**src/drs_pkg.sv**
```systemverilog
package drs_pkg;

    // register bus
    localparam int         DRS_ADDR_W       = 8;
    localparam int         DRS_DATA_W       = 32;
    localparam logic [7:0] DRS_OFS_STATUS   = 8'h00;
    localparam logic [7:0] DRS_OFS_SEL_LO   = 8'h04;
    localparam logic [7:0] DRS_OFS_SEL_HI   = 8'h08;
    localparam logic [7:0] DRS_OFS_IRQ_ST   = 8'h0c;
    localparam logic [7:0] DRS_OFS_IRQ_MASK = 8'h10;
    localparam logic [7:0] DRS_OFS_REQ      = 8'h14;

    // status word bit positions
    localparam int DRS_BIT_FWD    = 0;
    localparam int DRS_BIT_REV    = 1;
    localparam int DRS_BIT_SPEED  = 3;
    localparam int DRS_BIT_OVLD   = 4;
    localparam int DRS_BIT_ACK0   = 12;
    localparam int DRS_BIT_FAULT  = 26;
    localparam int DRS_BIT_READY  = 27;
    localparam int DRS_BIT_INPOS  = 28;
    localparam int DRS_BIT_PBUSY  = 29;
    localparam int DRS_BIT_HOMED  = 30;
    localparam int DRS_BIT_HFAIL  = 31;

    // assignable outputs: a, b, c, net 1..4, digital 0..2
    localparam int DRS_N_ASG = 10;
    localparam int DRS_SEL_W = 4;
    localparam int DRS_ASG_POS [DRS_N_ASG] = '{2, 6, 7, 5, 8, 22, 23, 9, 10, 11};

    // function codes; sources index the function bus
    localparam logic [3:0] DRS_FN_RUN   = 4'h0;
    localparam logic [3:0] DRS_FN_FREQ  = 4'h1;
    localparam logic [3:0] DRS_FN_FAULT = 4'h2;
    localparam logic [3:0] DRS_FN_NONE  = 4'hf;
    localparam int         DRS_FUNC_N   = 15;
    localparam logic [DRS_N_ASG*DRS_SEL_W-1:0] DRS_SEL_RST =
        {DRS_FN_NONE, DRS_FN_NONE, DRS_FN_NONE, DRS_FN_NONE, DRS_FN_NONE,
         DRS_FN_NONE, DRS_FN_NONE, DRS_FN_FAULT, DRS_FN_FREQ, DRS_FN_RUN};

    // request handshakes
    localparam int DRS_N_REQ    = 4;
    localparam int DRS_REQ_MON  = 0;
    localparam int DRS_REQ_VOL  = 1;
    localparam int DRS_REQ_PERS = 2;
    localparam int DRS_REQ_EXEC = 3;

    // interrupt events: fault, ready, then one per handshake done
    localparam int         DRS_IRQ_W     = 6;
    localparam int         DRS_IRQ_FAULT = 0;
    localparam int         DRS_IRQ_READY = 1;
    localparam int         DRS_IRQ_ACK0  = 2;
    localparam logic [5:0] DRS_MASK_RST  = 6'h00;

    typedef enum logic [1:0] {
        DRS_HS_IDLE = 2'b00,
        DRS_HS_WAIT = 2'b01,
        DRS_HS_ACK  = 2'b11
    } drs_hs_state_t;

endpackage

```
**src/drs_handshake.sv**
```systemverilog
`timescale 1ns/1ps
module drs_handshake
    import drs_pkg::*;
(
    input  wire logic clk_i,
    input  wire logic rst_n_i,
    input  wire logic req_i,
    input  wire logic done_i,
    output logic      start_o,
    output logic      busy_o,
    output logic      ack_o
);
    typedef struct packed {
        drs_hs_state_t st;
        logic          req_d;
    } drs_hs_reg_t;

    drs_hs_reg_t r;
    drs_hs_reg_t n;
    logic        rise;

    assign rise = req_i & ~r.req_d;

    always_comb begin
        n       = r;
        n.req_d = req_i;
        unique case (r.st)
            DRS_HS_IDLE: begin
                if (rise) begin
                    n.st = DRS_HS_WAIT;
                end
            end
            // a request dropped before completion abandons the job
            DRS_HS_WAIT: begin
                if (!req_i) begin
                    n.st = DRS_HS_IDLE;
                end else if (done_i) begin
                    n.st = DRS_HS_ACK;
                end
            end
            DRS_HS_ACK: begin
                if (!req_i) begin
                    n.st = DRS_HS_IDLE;
                end
            end
            default: begin
                n.st = DRS_HS_IDLE;
            end
        endcase
    end

    always_ff @(posedge clk_i or negedge rst_n_i) begin
        if (!rst_n_i) begin
            r <= '{st: DRS_HS_IDLE, req_d: 1'b0};
        end else begin
            r <= n;
        end
    end

    // start only on a fresh edge, so a held request never restarts
    assign start_o = rise & (r.st == DRS_HS_IDLE);
    assign busy_o  = (r.st == DRS_HS_WAIT);
    assign ack_o   = (r.st == DRS_HS_ACK);
endmodule

```
**src/drs_status_flags.sv**
```systemverilog
`timescale 1ns/1ps
//Contract
// - forward flag high only while motor runs forward
// - reverse flag high only while motor runs in reverse
// - monitor ack set after values loaded, cleared when request drops
// - volatile write done set after store, cleared when request drops
// - persistent write done set after both stores, cleared on request low
// - execution done set after all codes processed, cleared on request low
// - fault flag set while a protective function is tripped
// - ready set after setup completes, forced low on fault
// - four positioning signals on fixed bits
// - three selectable outputs default to running, freq detect, fault
// - four net and three digital outputs default to no function
// - monitored values refresh continuously while monitor request is high
module drs_status_flags
    import drs_pkg::*;
#(
    parameter int FUNC_N = DRS_FUNC_N
) (
    input  wire logic                  REF_CLK_I,
    input  wire logic                  ARST_N_I,
    input  wire logic [DRS_ADDR_W-1:0] ADDR_I,
    input  wire logic [DRS_DATA_W-1:0] WDATA_I,
    input  wire logic                  WR_I,
    input  wire logic                  RD_I,
    output logic      [DRS_DATA_W-1:0] RDATA_O,
    output logic                       IRQ_O,
    input  wire logic                  MONITOR_REQUEST_I,
    input  wire logic                  VOLATILE_WRITE_REQUEST_I,
    input  wire logic                  PERSISTENT_WRITE_REQUEST_I,
    input  wire logic                  INSTR_EXEC_REQUEST_I,
    input  wire logic                  MON_LOADED_I,
    input  wire logic                  VOL_STORED_I,
    input  wire logic                  PERS_STORED_I,
    input  wire logic                  EXEC_FINISHED_I,
    output logic                       MON_REFRESH_O,
    output logic                       VOL_WRITE_START_O,
    output logic                       PERS_WRITE_START_O,
    output logic                       EXEC_START_O,
    input  wire logic                  FWD_RUN_I,
    input  wire logic                  REV_RUN_I,
    input  wire logic                  SPEED_REACHED_I,
    input  wire logic                  OVERLOAD_ALARM_I,
    input  wire logic                  IN_POSITION_I,
    input  wire logic                  POSITIONING_BUSY_I,
    input  wire logic                  HOMING_COMPLETE_I,
    input  wire logic                  HOMING_FAILED_I,
    input  wire logic                  FAULT_TRIP_I,
    input  wire logic                  SETUP_DONE_I,
    input  wire logic [FUNC_N-1:0]     FUNC_SRC_I,
    output logic      [DRS_DATA_W-1:0] STATUS_WORD_O
);
    // codes at or above FUNC_N read as no function; the none code must stay out
    if (FUNC_N < 3 || FUNC_N > int'(DRS_FN_NONE)) begin : g_bad_func_n
        $error("FUNC_N out of range");
    end

    typedef struct packed {
        logic [DRS_DATA_W-1:0]                stat;
        logic [DRS_N_ASG-1:0][DRS_SEL_W-1:0] sel;
        logic [DRS_IRQ_W-1:0]                irq_st;
        logic [DRS_IRQ_W-1:0]                irq_mask;
        logic [DRS_IRQ_W-1:0]                ev_d;
        logic                                setup_seen;
        logic [DRS_DATA_W-1:0]               rdata;
    } drs_reg_t;

    drs_reg_t             r;
    drs_reg_t             n;
    logic [1:0]           rst_sync_r;
    logic                 rst_n;
    logic [DRS_N_REQ-1:0] req_raw;
    logic [DRS_N_REQ-1:0] req_s;
    logic [DRS_N_REQ-1:0] done_v;
    logic [DRS_N_REQ-1:0] start_v;
    logic [DRS_N_REQ-1:0] busy_v;
    logic [DRS_N_REQ-1:0] ack_v;
    logic [DRS_N_ASG-1:0] asg;
    logic                 ready;
    logic [DRS_IRQ_W-1:0] ev;

    // reset enters asynchronously, leaves on the clock
    always_ff @(posedge REF_CLK_I or negedge ARST_N_I) begin
        if (!ARST_N_I) begin
            rst_sync_r <= 2'b00;
        end else begin
            rst_sync_r <= {rst_sync_r[0], 1'b1};
        end
    end
    assign rst_n = rst_sync_r[1];

    assign req_raw = {INSTR_EXEC_REQUEST_I, PERSISTENT_WRITE_REQUEST_I,
                      VOLATILE_WRITE_REQUEST_I, MONITOR_REQUEST_I};
    assign done_v  = {EXEC_FINISHED_I, PERS_STORED_I, VOL_STORED_I, MON_LOADED_I};

    // request bits come from the network side, another timing domain
    drs_sync #(
        .W (DRS_N_REQ)
    ) u_req_sync (
        .clk_i   (REF_CLK_I),
        .rst_n_i (rst_n),
        .d_i     (req_raw),
        .q_o     (req_s)
    );

    for (genvar k = 0; k < DRS_N_REQ; k++) begin : g_hs
        drs_handshake u_hs (
            .clk_i   (REF_CLK_I),
            .rst_n_i (rst_n),
            .req_i   (req_s[k]),
            .done_i  (done_v[k]),
            .start_o (start_v[k]),
            .busy_o  (busy_v[k]),
            .ack_o   (ack_v[k])
        );
    end

    assign MON_REFRESH_O      = req_s[DRS_REQ_MON];
    assign VOL_WRITE_START_O  = start_v[DRS_REQ_VOL];
    assign PERS_WRITE_START_O = start_v[DRS_REQ_PERS];
    assign EXEC_START_O       = start_v[DRS_REQ_EXEC];

    for (genvar k = 0; k < DRS_N_ASG; k++) begin : g_asg
        assign asg[k] = (r.sel[k] < FUNC_N) ? FUNC_SRC_I[r.sel[k]] : 1'b0;
    end

    // ready after setup, low on fault
    assign ready = r.setup_seen & ~FAULT_TRIP_I;

    assign ev = {ack_v, ready, FAULT_TRIP_I};

    always_comb begin
        n            = r;
        n.rdata      = '0;
        n.ev_d       = ev;
        n.setup_seen = r.setup_seen | SETUP_DONE_I;

        n.stat = '0;
        n.stat[DRS_BIT_FWD]   = FWD_RUN_I & ~REV_RUN_I;
        n.stat[DRS_BIT_REV]   = REV_RUN_I & ~FWD_RUN_I;
        n.stat[DRS_BIT_SPEED] = SPEED_REACHED_I;
        n.stat[DRS_BIT_OVLD]  = OVERLOAD_ALARM_I;
        n.stat[DRS_BIT_INPOS] = IN_POSITION_I;
        n.stat[DRS_BIT_PBUSY] = POSITIONING_BUSY_I;
        n.stat[DRS_BIT_HOMED] = HOMING_COMPLETE_I;
        n.stat[DRS_BIT_HFAIL] = HOMING_FAILED_I;
        n.stat[DRS_BIT_FAULT] = FAULT_TRIP_I;
        n.stat[DRS_BIT_READY] = ready;
        n.stat[DRS_BIT_ACK0 +: DRS_N_REQ] = ack_v;
        for (int k = 0; k < DRS_N_ASG; k++) begin
            n.stat[DRS_ASG_POS[k]] = asg[k];
        end

        // sticky events; a new event beats a same-cycle clear
        if (WR_I && ADDR_I == DRS_OFS_IRQ_ST) begin
            n.irq_st = r.irq_st & ~WDATA_I[DRS_IRQ_W-1:0];
        end
        n.irq_st = n.irq_st | (ev & ~r.ev_d);

        if (WR_I) begin
            unique case (ADDR_I)
                DRS_OFS_SEL_LO: begin
                    n.sel[7:0] = WDATA_I;
                end
                DRS_OFS_SEL_HI: begin
                    n.sel[9:8] = WDATA_I[7:0];
                end
                DRS_OFS_IRQ_MASK: begin
                    n.irq_mask = WDATA_I[DRS_IRQ_W-1:0];
                end
                default: begin
                end
            endcase
        end

        // unmapped reads return zero
        if (RD_I) begin
            unique case (ADDR_I)
                DRS_OFS_STATUS: begin
                    n.rdata = r.stat;
                end
                DRS_OFS_SEL_LO: begin
                    n.rdata = r.sel[7:0];
                end
                DRS_OFS_SEL_HI: begin
                    n.rdata = {24'h000000, r.sel[9:8]};
                end
                DRS_OFS_IRQ_ST: begin
                    n.rdata = {26'h0, r.irq_st};
                end
                DRS_OFS_IRQ_MASK: begin
                    n.rdata = {26'h0, r.irq_mask};
                end
                DRS_OFS_REQ: begin
                    n.rdata = {24'h000000, busy_v, req_s};
                end
                default: begin
                end
            endcase
        end
    end

    always_ff @(posedge REF_CLK_I or negedge rst_n) begin
        if (!rst_n) begin
            r          <= '0;
            r.sel      <= DRS_SEL_RST;
            r.irq_mask <= DRS_MASK_RST;
        end else begin
            r <= n;
        end
    end

    assign RDATA_O       = r.rdata;
    assign STATUS_WORD_O = r.stat;
    assign IRQ_O         = |(r.irq_st & r.irq_mask);
endmodule

```
**src/drs_sync.sv**
```systemverilog
`timescale 1ns/1ps
module drs_sync
    import drs_pkg::*;
#(
    parameter int W = 1
) (
    input  wire logic         clk_i,
    input  wire logic         rst_n_i,
    input  wire logic [W-1:0] d_i,
    output logic      [W-1:0] q_o
);
    typedef struct packed {
        logic [W-1:0] meta;
        logic [W-1:0] q;
    } drs_sync_reg_t;

    drs_sync_reg_t r;
    drs_sync_reg_t n;

    // first stage feeds only the second
    always_comb begin
        n      = r;
        n.meta = d_i;
        n.q    = r.meta;
    end

    always_ff @(posedge clk_i or negedge rst_n_i) begin
        if (!rst_n_i) begin
            r <= '0;
        end else begin
            r <= n;
        end
    end

    assign q_o = r.q;
endmodule
```
**config.mk**
```make
export PLATFORM = sky130hd
export DESIGN_NAME = drs_status_flags
export DESIGN_NICKNAME = d
export VERILOG_FILES = /design/src/drs_pkg.sv /design/src/drs_handshake.sv /design/src/drs_status_flags.sv /design/src/drs_sync.sv
export SDC_FILE = /design/constraint.sdc
export NUM_CORES = 1
export LEC_CHECK = 0
export BUFFER_PORTS_ARGS = -buffer_cell sky130_fd_sc_hd__buf_2
export CAP_MARGIN = 30
export CORE_MARGIN = 4
export CORE_UTILIZATION = 60
export DETAILED_ROUTE_END_ITERATION = 7
export PLACE_DENSITY = 0.95
export SYNTH_ARGS = -nofsm -noshare
export SYNTH_HDL_FRONTEND = slang
export SYNTH_SLANG_ARGS = --single-unit
```
**constraint.sdc**
```tcl
create_clock -name REF_CLK_I -period 8.6 [get_ports REF_CLK_I]
set_input_delay 0.43 -clock REF_CLK_I [delete_from_list [all_inputs] [get_ports REF_CLK_I]]
set_output_delay 0.43 -clock REF_CLK_I [all_outputs]
set_load 0.01 [all_outputs]
```
Yosys cells after proc, flatten, opt, wreduce, memory -nomap -nowiden
Index checks and enable logic that the tools add are counted.
- order comparisons: 20
- reductions and logical operators: 14
- bitwise gates (word level): 24
- multiplexer cells: 53
- equality and inequality tests: 25
- operator list (cell ; number):
    $pmux 32 s6 ; 1
    $lt 4x5->1 const B ; 10
    $bmux 1 s4 ; 10
    $lt 4x4->1 const B ; 10
    $mux 2 ; 16
    $mux 32 ; 1
    $pmux 2 s3 ; 4
    $mux 1 ; 20
    $and 6x6->6 ; 3
    $eq 8x4->1 const B ; 2
    $eq 8x5->1 const B ; 2
    $ne 3x3->1 const B ; 4
    $not 6->6 ; 2
    $reduce_and 3->1 ; 4
    $and 1x1->1 ; 10
    $eq 2x1->1 const B ; 4
    $eq 2x2->1 const B ; 4
    $eq 8x3->1 const B ; 1
    $logic_not 2->1 ; 4
    $logic_not 8->1 ; 1
    $ne 2x1->1 const B ; 4
    $ne 2x2->1 const B ; 4
    $not 1->1 ; 7
    $mux 6 ; 1
    5 further kinds ; 7
- output and inout bits: 69
- input port bits: 77
- bits in registers: 137
- word-level logic and storage cells: 163

Depth between registers and ports, before layout
- word-level depth: 4
- gate-level depth with buffers: 6
- gate-level depth less buffers: 4

Hierarchy
A second synthesis with hierarchy kept.
- cell total of the unflattened synthesis: 589
- area total of the unflattened synthesis: 7066.8 µm²
- modules (own cells, without submodules) (module ; seq. area each (µm²) ; cells an instance ; times used ; area each (µm²)):
    drs_status_flags ; 2815.2 ; 545 ; 1 ; 6356.1
    drs_handshake ; 75.1 ; 9 ; 4 ; 127.6
    drs_sync ; 200.2 ; 8 ; 1 ; 200.2

Least setup slack after synthesis
Ideal clock, no wire load.
- path kind: input-to-reg
- start point: in ADDR_I[3]
- end point: reg r[51] in the netlist's numbering
- arrival: 1.725 ns
- setup time: 0.125 ns
- stages on the path: 6
- path buffers: 2
- data required time: 8.475 ns
- setup slack: 6.750 ns
- cells stage by stage: buf_6 > or4_4 > nor2b_4 > nand2_4 > buf_6 > mux2_4
- longest elaborated chain between the ends: 2
- ends and longest elaborated chain (element ; line ; source):
    from (decl) ; drs_status_flags.sv:22 ; input wire logic [DRS_ADDR_W-1:0] ADDR_I,
    $eq 8x3->1 ; drs_status_flags.sv:161 ; unique case (ADDR_I)
    $reduce_and 2->1 (no line) ; n/a ;
    to (signal assigned) ; drs_status_flags.sv:209 ; r <= n;
    to (decl) ; drs_status_flags.sv:68 ; drs_reg_t r;
Every way passes these cells.
A chain may end at the register's enable or synchronous reset.

Final worst setup path
- start point: in ADDR_I[2]
- end point: reg r[54] in the netlist's numbering
Same word-level chain as after synthesis.

==> run metrics <==
maximum clock frequency 505 MHz; Post-DRT Antenna Nets 0; period utilization 23.0%; Via density 6.35; final worst slack 6620 ps; later-pin clock latency in the skew report 430 ps; Mapped Area 7020 sq um; Starting Density 61.5%; critical path capture point type register; CP required 8910 ps; Place WS 6260 ps; Die H 116 um; Sink Count 131; clock skew 6.05 ps; RSZ-0062 raised after global routing no; M2 GR Usage 45.5%; largest net degree at the start of global routing 69; total routed wirelength 18300 um; DR vias 5170; crit path DAT 2290 ps; Avg Cell Area, Syn 11.6 sq um; initial DRC count 711; Max rail drop VDD 0.000183 V; most frequent cells in the layout buf_2, dfrtp_1, mux2i_1; worst slew pin tran 939 ps; Max FO, Critical Path 36; CP Buf/Inv Count 1; Max clock buf depth 2; CP max-delay cell buf_2; r2r worst-path depth 1; Ant. Diodes 0; Netlist cell types 44; number of global-route vias before repair 5294; die width 116 um; Hold Slack 104 ps; routability cong. 0.876; Yosys Warn Count 0; commonest non-fill, non-tap cell in the layout buf_2; Nets 735; leakage power 3.67 nW; hpwl dp 11700 um; status complete, no violations; io pins 146; Synth async-reset ratio 100%; Startpoint Class input pin; reg-to-reg startpoint rst_sync_r[1]; initial antenna violation count 0; final setup TNS 0 ps; Wirelength per Cell 22.5 um; HP Class input pin to register; Rel. slew slack 37.4%; Fin. Hold Viols 0; Finish-stage setup viols 0; drt first pass iters 6; layout cell share with drive strength beyond 1 39.6%; reg-to-reg endpoint STATUS_WORD_O[30]; H-Tree Depth 4; Yosys reg bits 131; CP Class input pin to register; minimum clock period 1980 ps; Root Buffer clkbuf_16; GR Util met1 35.2%; CP peak stage delay 700 ps; Post-synth EDFFs 0; CORE AREA 11400 sq um; register area share after synthesis 47.2%; Power Total 0.00171 W; worst path cell trace buf_2 > and2b_1 > nand2_4 > mux2_4; gr ovfl total 0; GRT busiest layer met2; M3 GR Usage 8.50%; DRC errors left 0; Post-synth top flop dfrtp_1; Final Max Tran Viols 0; worst setup path startpoint ADDR_I[2]; Crit path depth 4; Pwr per Cell Area 215 nW/um^2; first-pass GRT wire length 28900 um; quantity of gates resized following cts 0; CTS tree yes; Max Cap Violations 0; CTS Buf Count 17; Top delay family on crit path buffers and inverters; Die ar. 13500 sq um; reg2reg setup slack 6820 ps; Final Instance Count excl. Fillers 814; gr usage total 28.3%; placed cells 781; Worst Setup EP r[54]; Synth Instances 603; Clock transition at path regs 60 ps; P&R area growth vs syn 13.1%; FP Rows 39; number of I/O port buffers 137
==> stage by stage <==
stage	util (%)	area, sq um
final	69.5	7940
after global placement	63.4	7230
after floorplan	-	7040
after detailed placement	63.4	7230
after CTS	69.5	7940
after global routing	69.5	7940
==> cells by family (layout without fill, tap and decap cells) <==
family                 count (synthesis)  in the layout  share of synthesized area (%)
AO/OA/AOI/OAI                         61             61                           6.20
buffers and inverters                116            177                           10.1
flip-flops                           131            131                           47.2
multiplexers                         133            133                           23.7
other                                  2              9                          0.107
AND/OR/NAND/NOR                      160            160                           12.6
==> power by group <==
group / leakage [nW] / switching (W) / internal (W) / total (W)
Clock: 0.334 / 0.000276 / 0.000569 / 0.000845
Sequential: 1.60 / 0.0000465 / 0.000653 / 0.000699
Combinational: 1.73 / 0.0000838 / 0.0000777 / 0.000161
Total: 3.67 / 0.000406 / 0.00130 / 0.00171
==> area by class of cell <==
| type | count | area [sq um] |
|---|---|---|
| Fill cell | 757 | 3480 |
| Sequential cell | 131 | 3320 |
| Multi-Input combinational cell | 363 | 3020 |
| Timing Repair Buffer | 139 | 703 |
| Clock buffer | 21 | 470 |
| Clock inverter | 11 | 223 |
| Tap cell | 143 | 179 |
| Inverter | 6 | 22.5 |
==> registers in the layout (all words and copies together), names as in the netlist <==
signal,flops
g_hs.u_hs.r,12
STATUS_WORD_O,19
r,58
rst_sync_r,2
RDATA_O,32
u_req_sync.n,4
u_req_sync.q_o,4
==> routing by layer <==
metal / part of all wire, % / vias to the layer above
met4: 4.4 / 0
met5: 0 / -
met3: 10 / 96
li1: - / 2171
met2: 49 / 369
met1: 36 / 2534
==> cell usage after synthesis (all sizes together), types with 3 or more instances <==
library cell    n  area (sq um)
mux2           46           631
inv             6          22.5
clkbuf         32           120
and2           12          75.1
nor2b           7          51.3
a31oi           9          56.3
dfrtp         101          2530
mux2i          74           741
buf            78           566
nor4b           3          26.3
nand2b          6          37.5
nand3b         33           251
a22o            6          52.6
nor2           45           169
dfstp          30           788
o21ai           3          15.0
a21oi           7          35.0
o211ai         18           135
nand4          10          62.6
a211oi         10          75.1
a22oi           3          22.5
mux4           13           293
nand2          32           128
==> how the worst min path moves through the flow <==
stage,slack [ps],from,depth (start not counted),endpoint
after floorplan,130,ARST_N_I,0,rst_sync_r[0]
after global placement,210,ARST_N_I,1,rst_sync_r[0]
after detailed placement,220,ARST_N_I,1,rst_sync_r[0]
after CTS,90,VOLATILE_WRITE_REQUEST_I,1,u_req_sync.n[1]
after global routing,100,POSITIONING_BUSY_I,1,STATUS_WORD_O[29]
final,100,VOLATILE_WRITE_REQUEST_I,1,u_req_sync.n[1]
==> timing repair <==
| action | CTS | global route |
|---|---|---|
| setup buffers | 0 | 0 |
| hold buffers | 1 | 0 |
| endpoints found under the setup margin | 0 | 0 |
| hold endpoints to repair | 2 | 0 |
(Power assumes the default switching activity.)
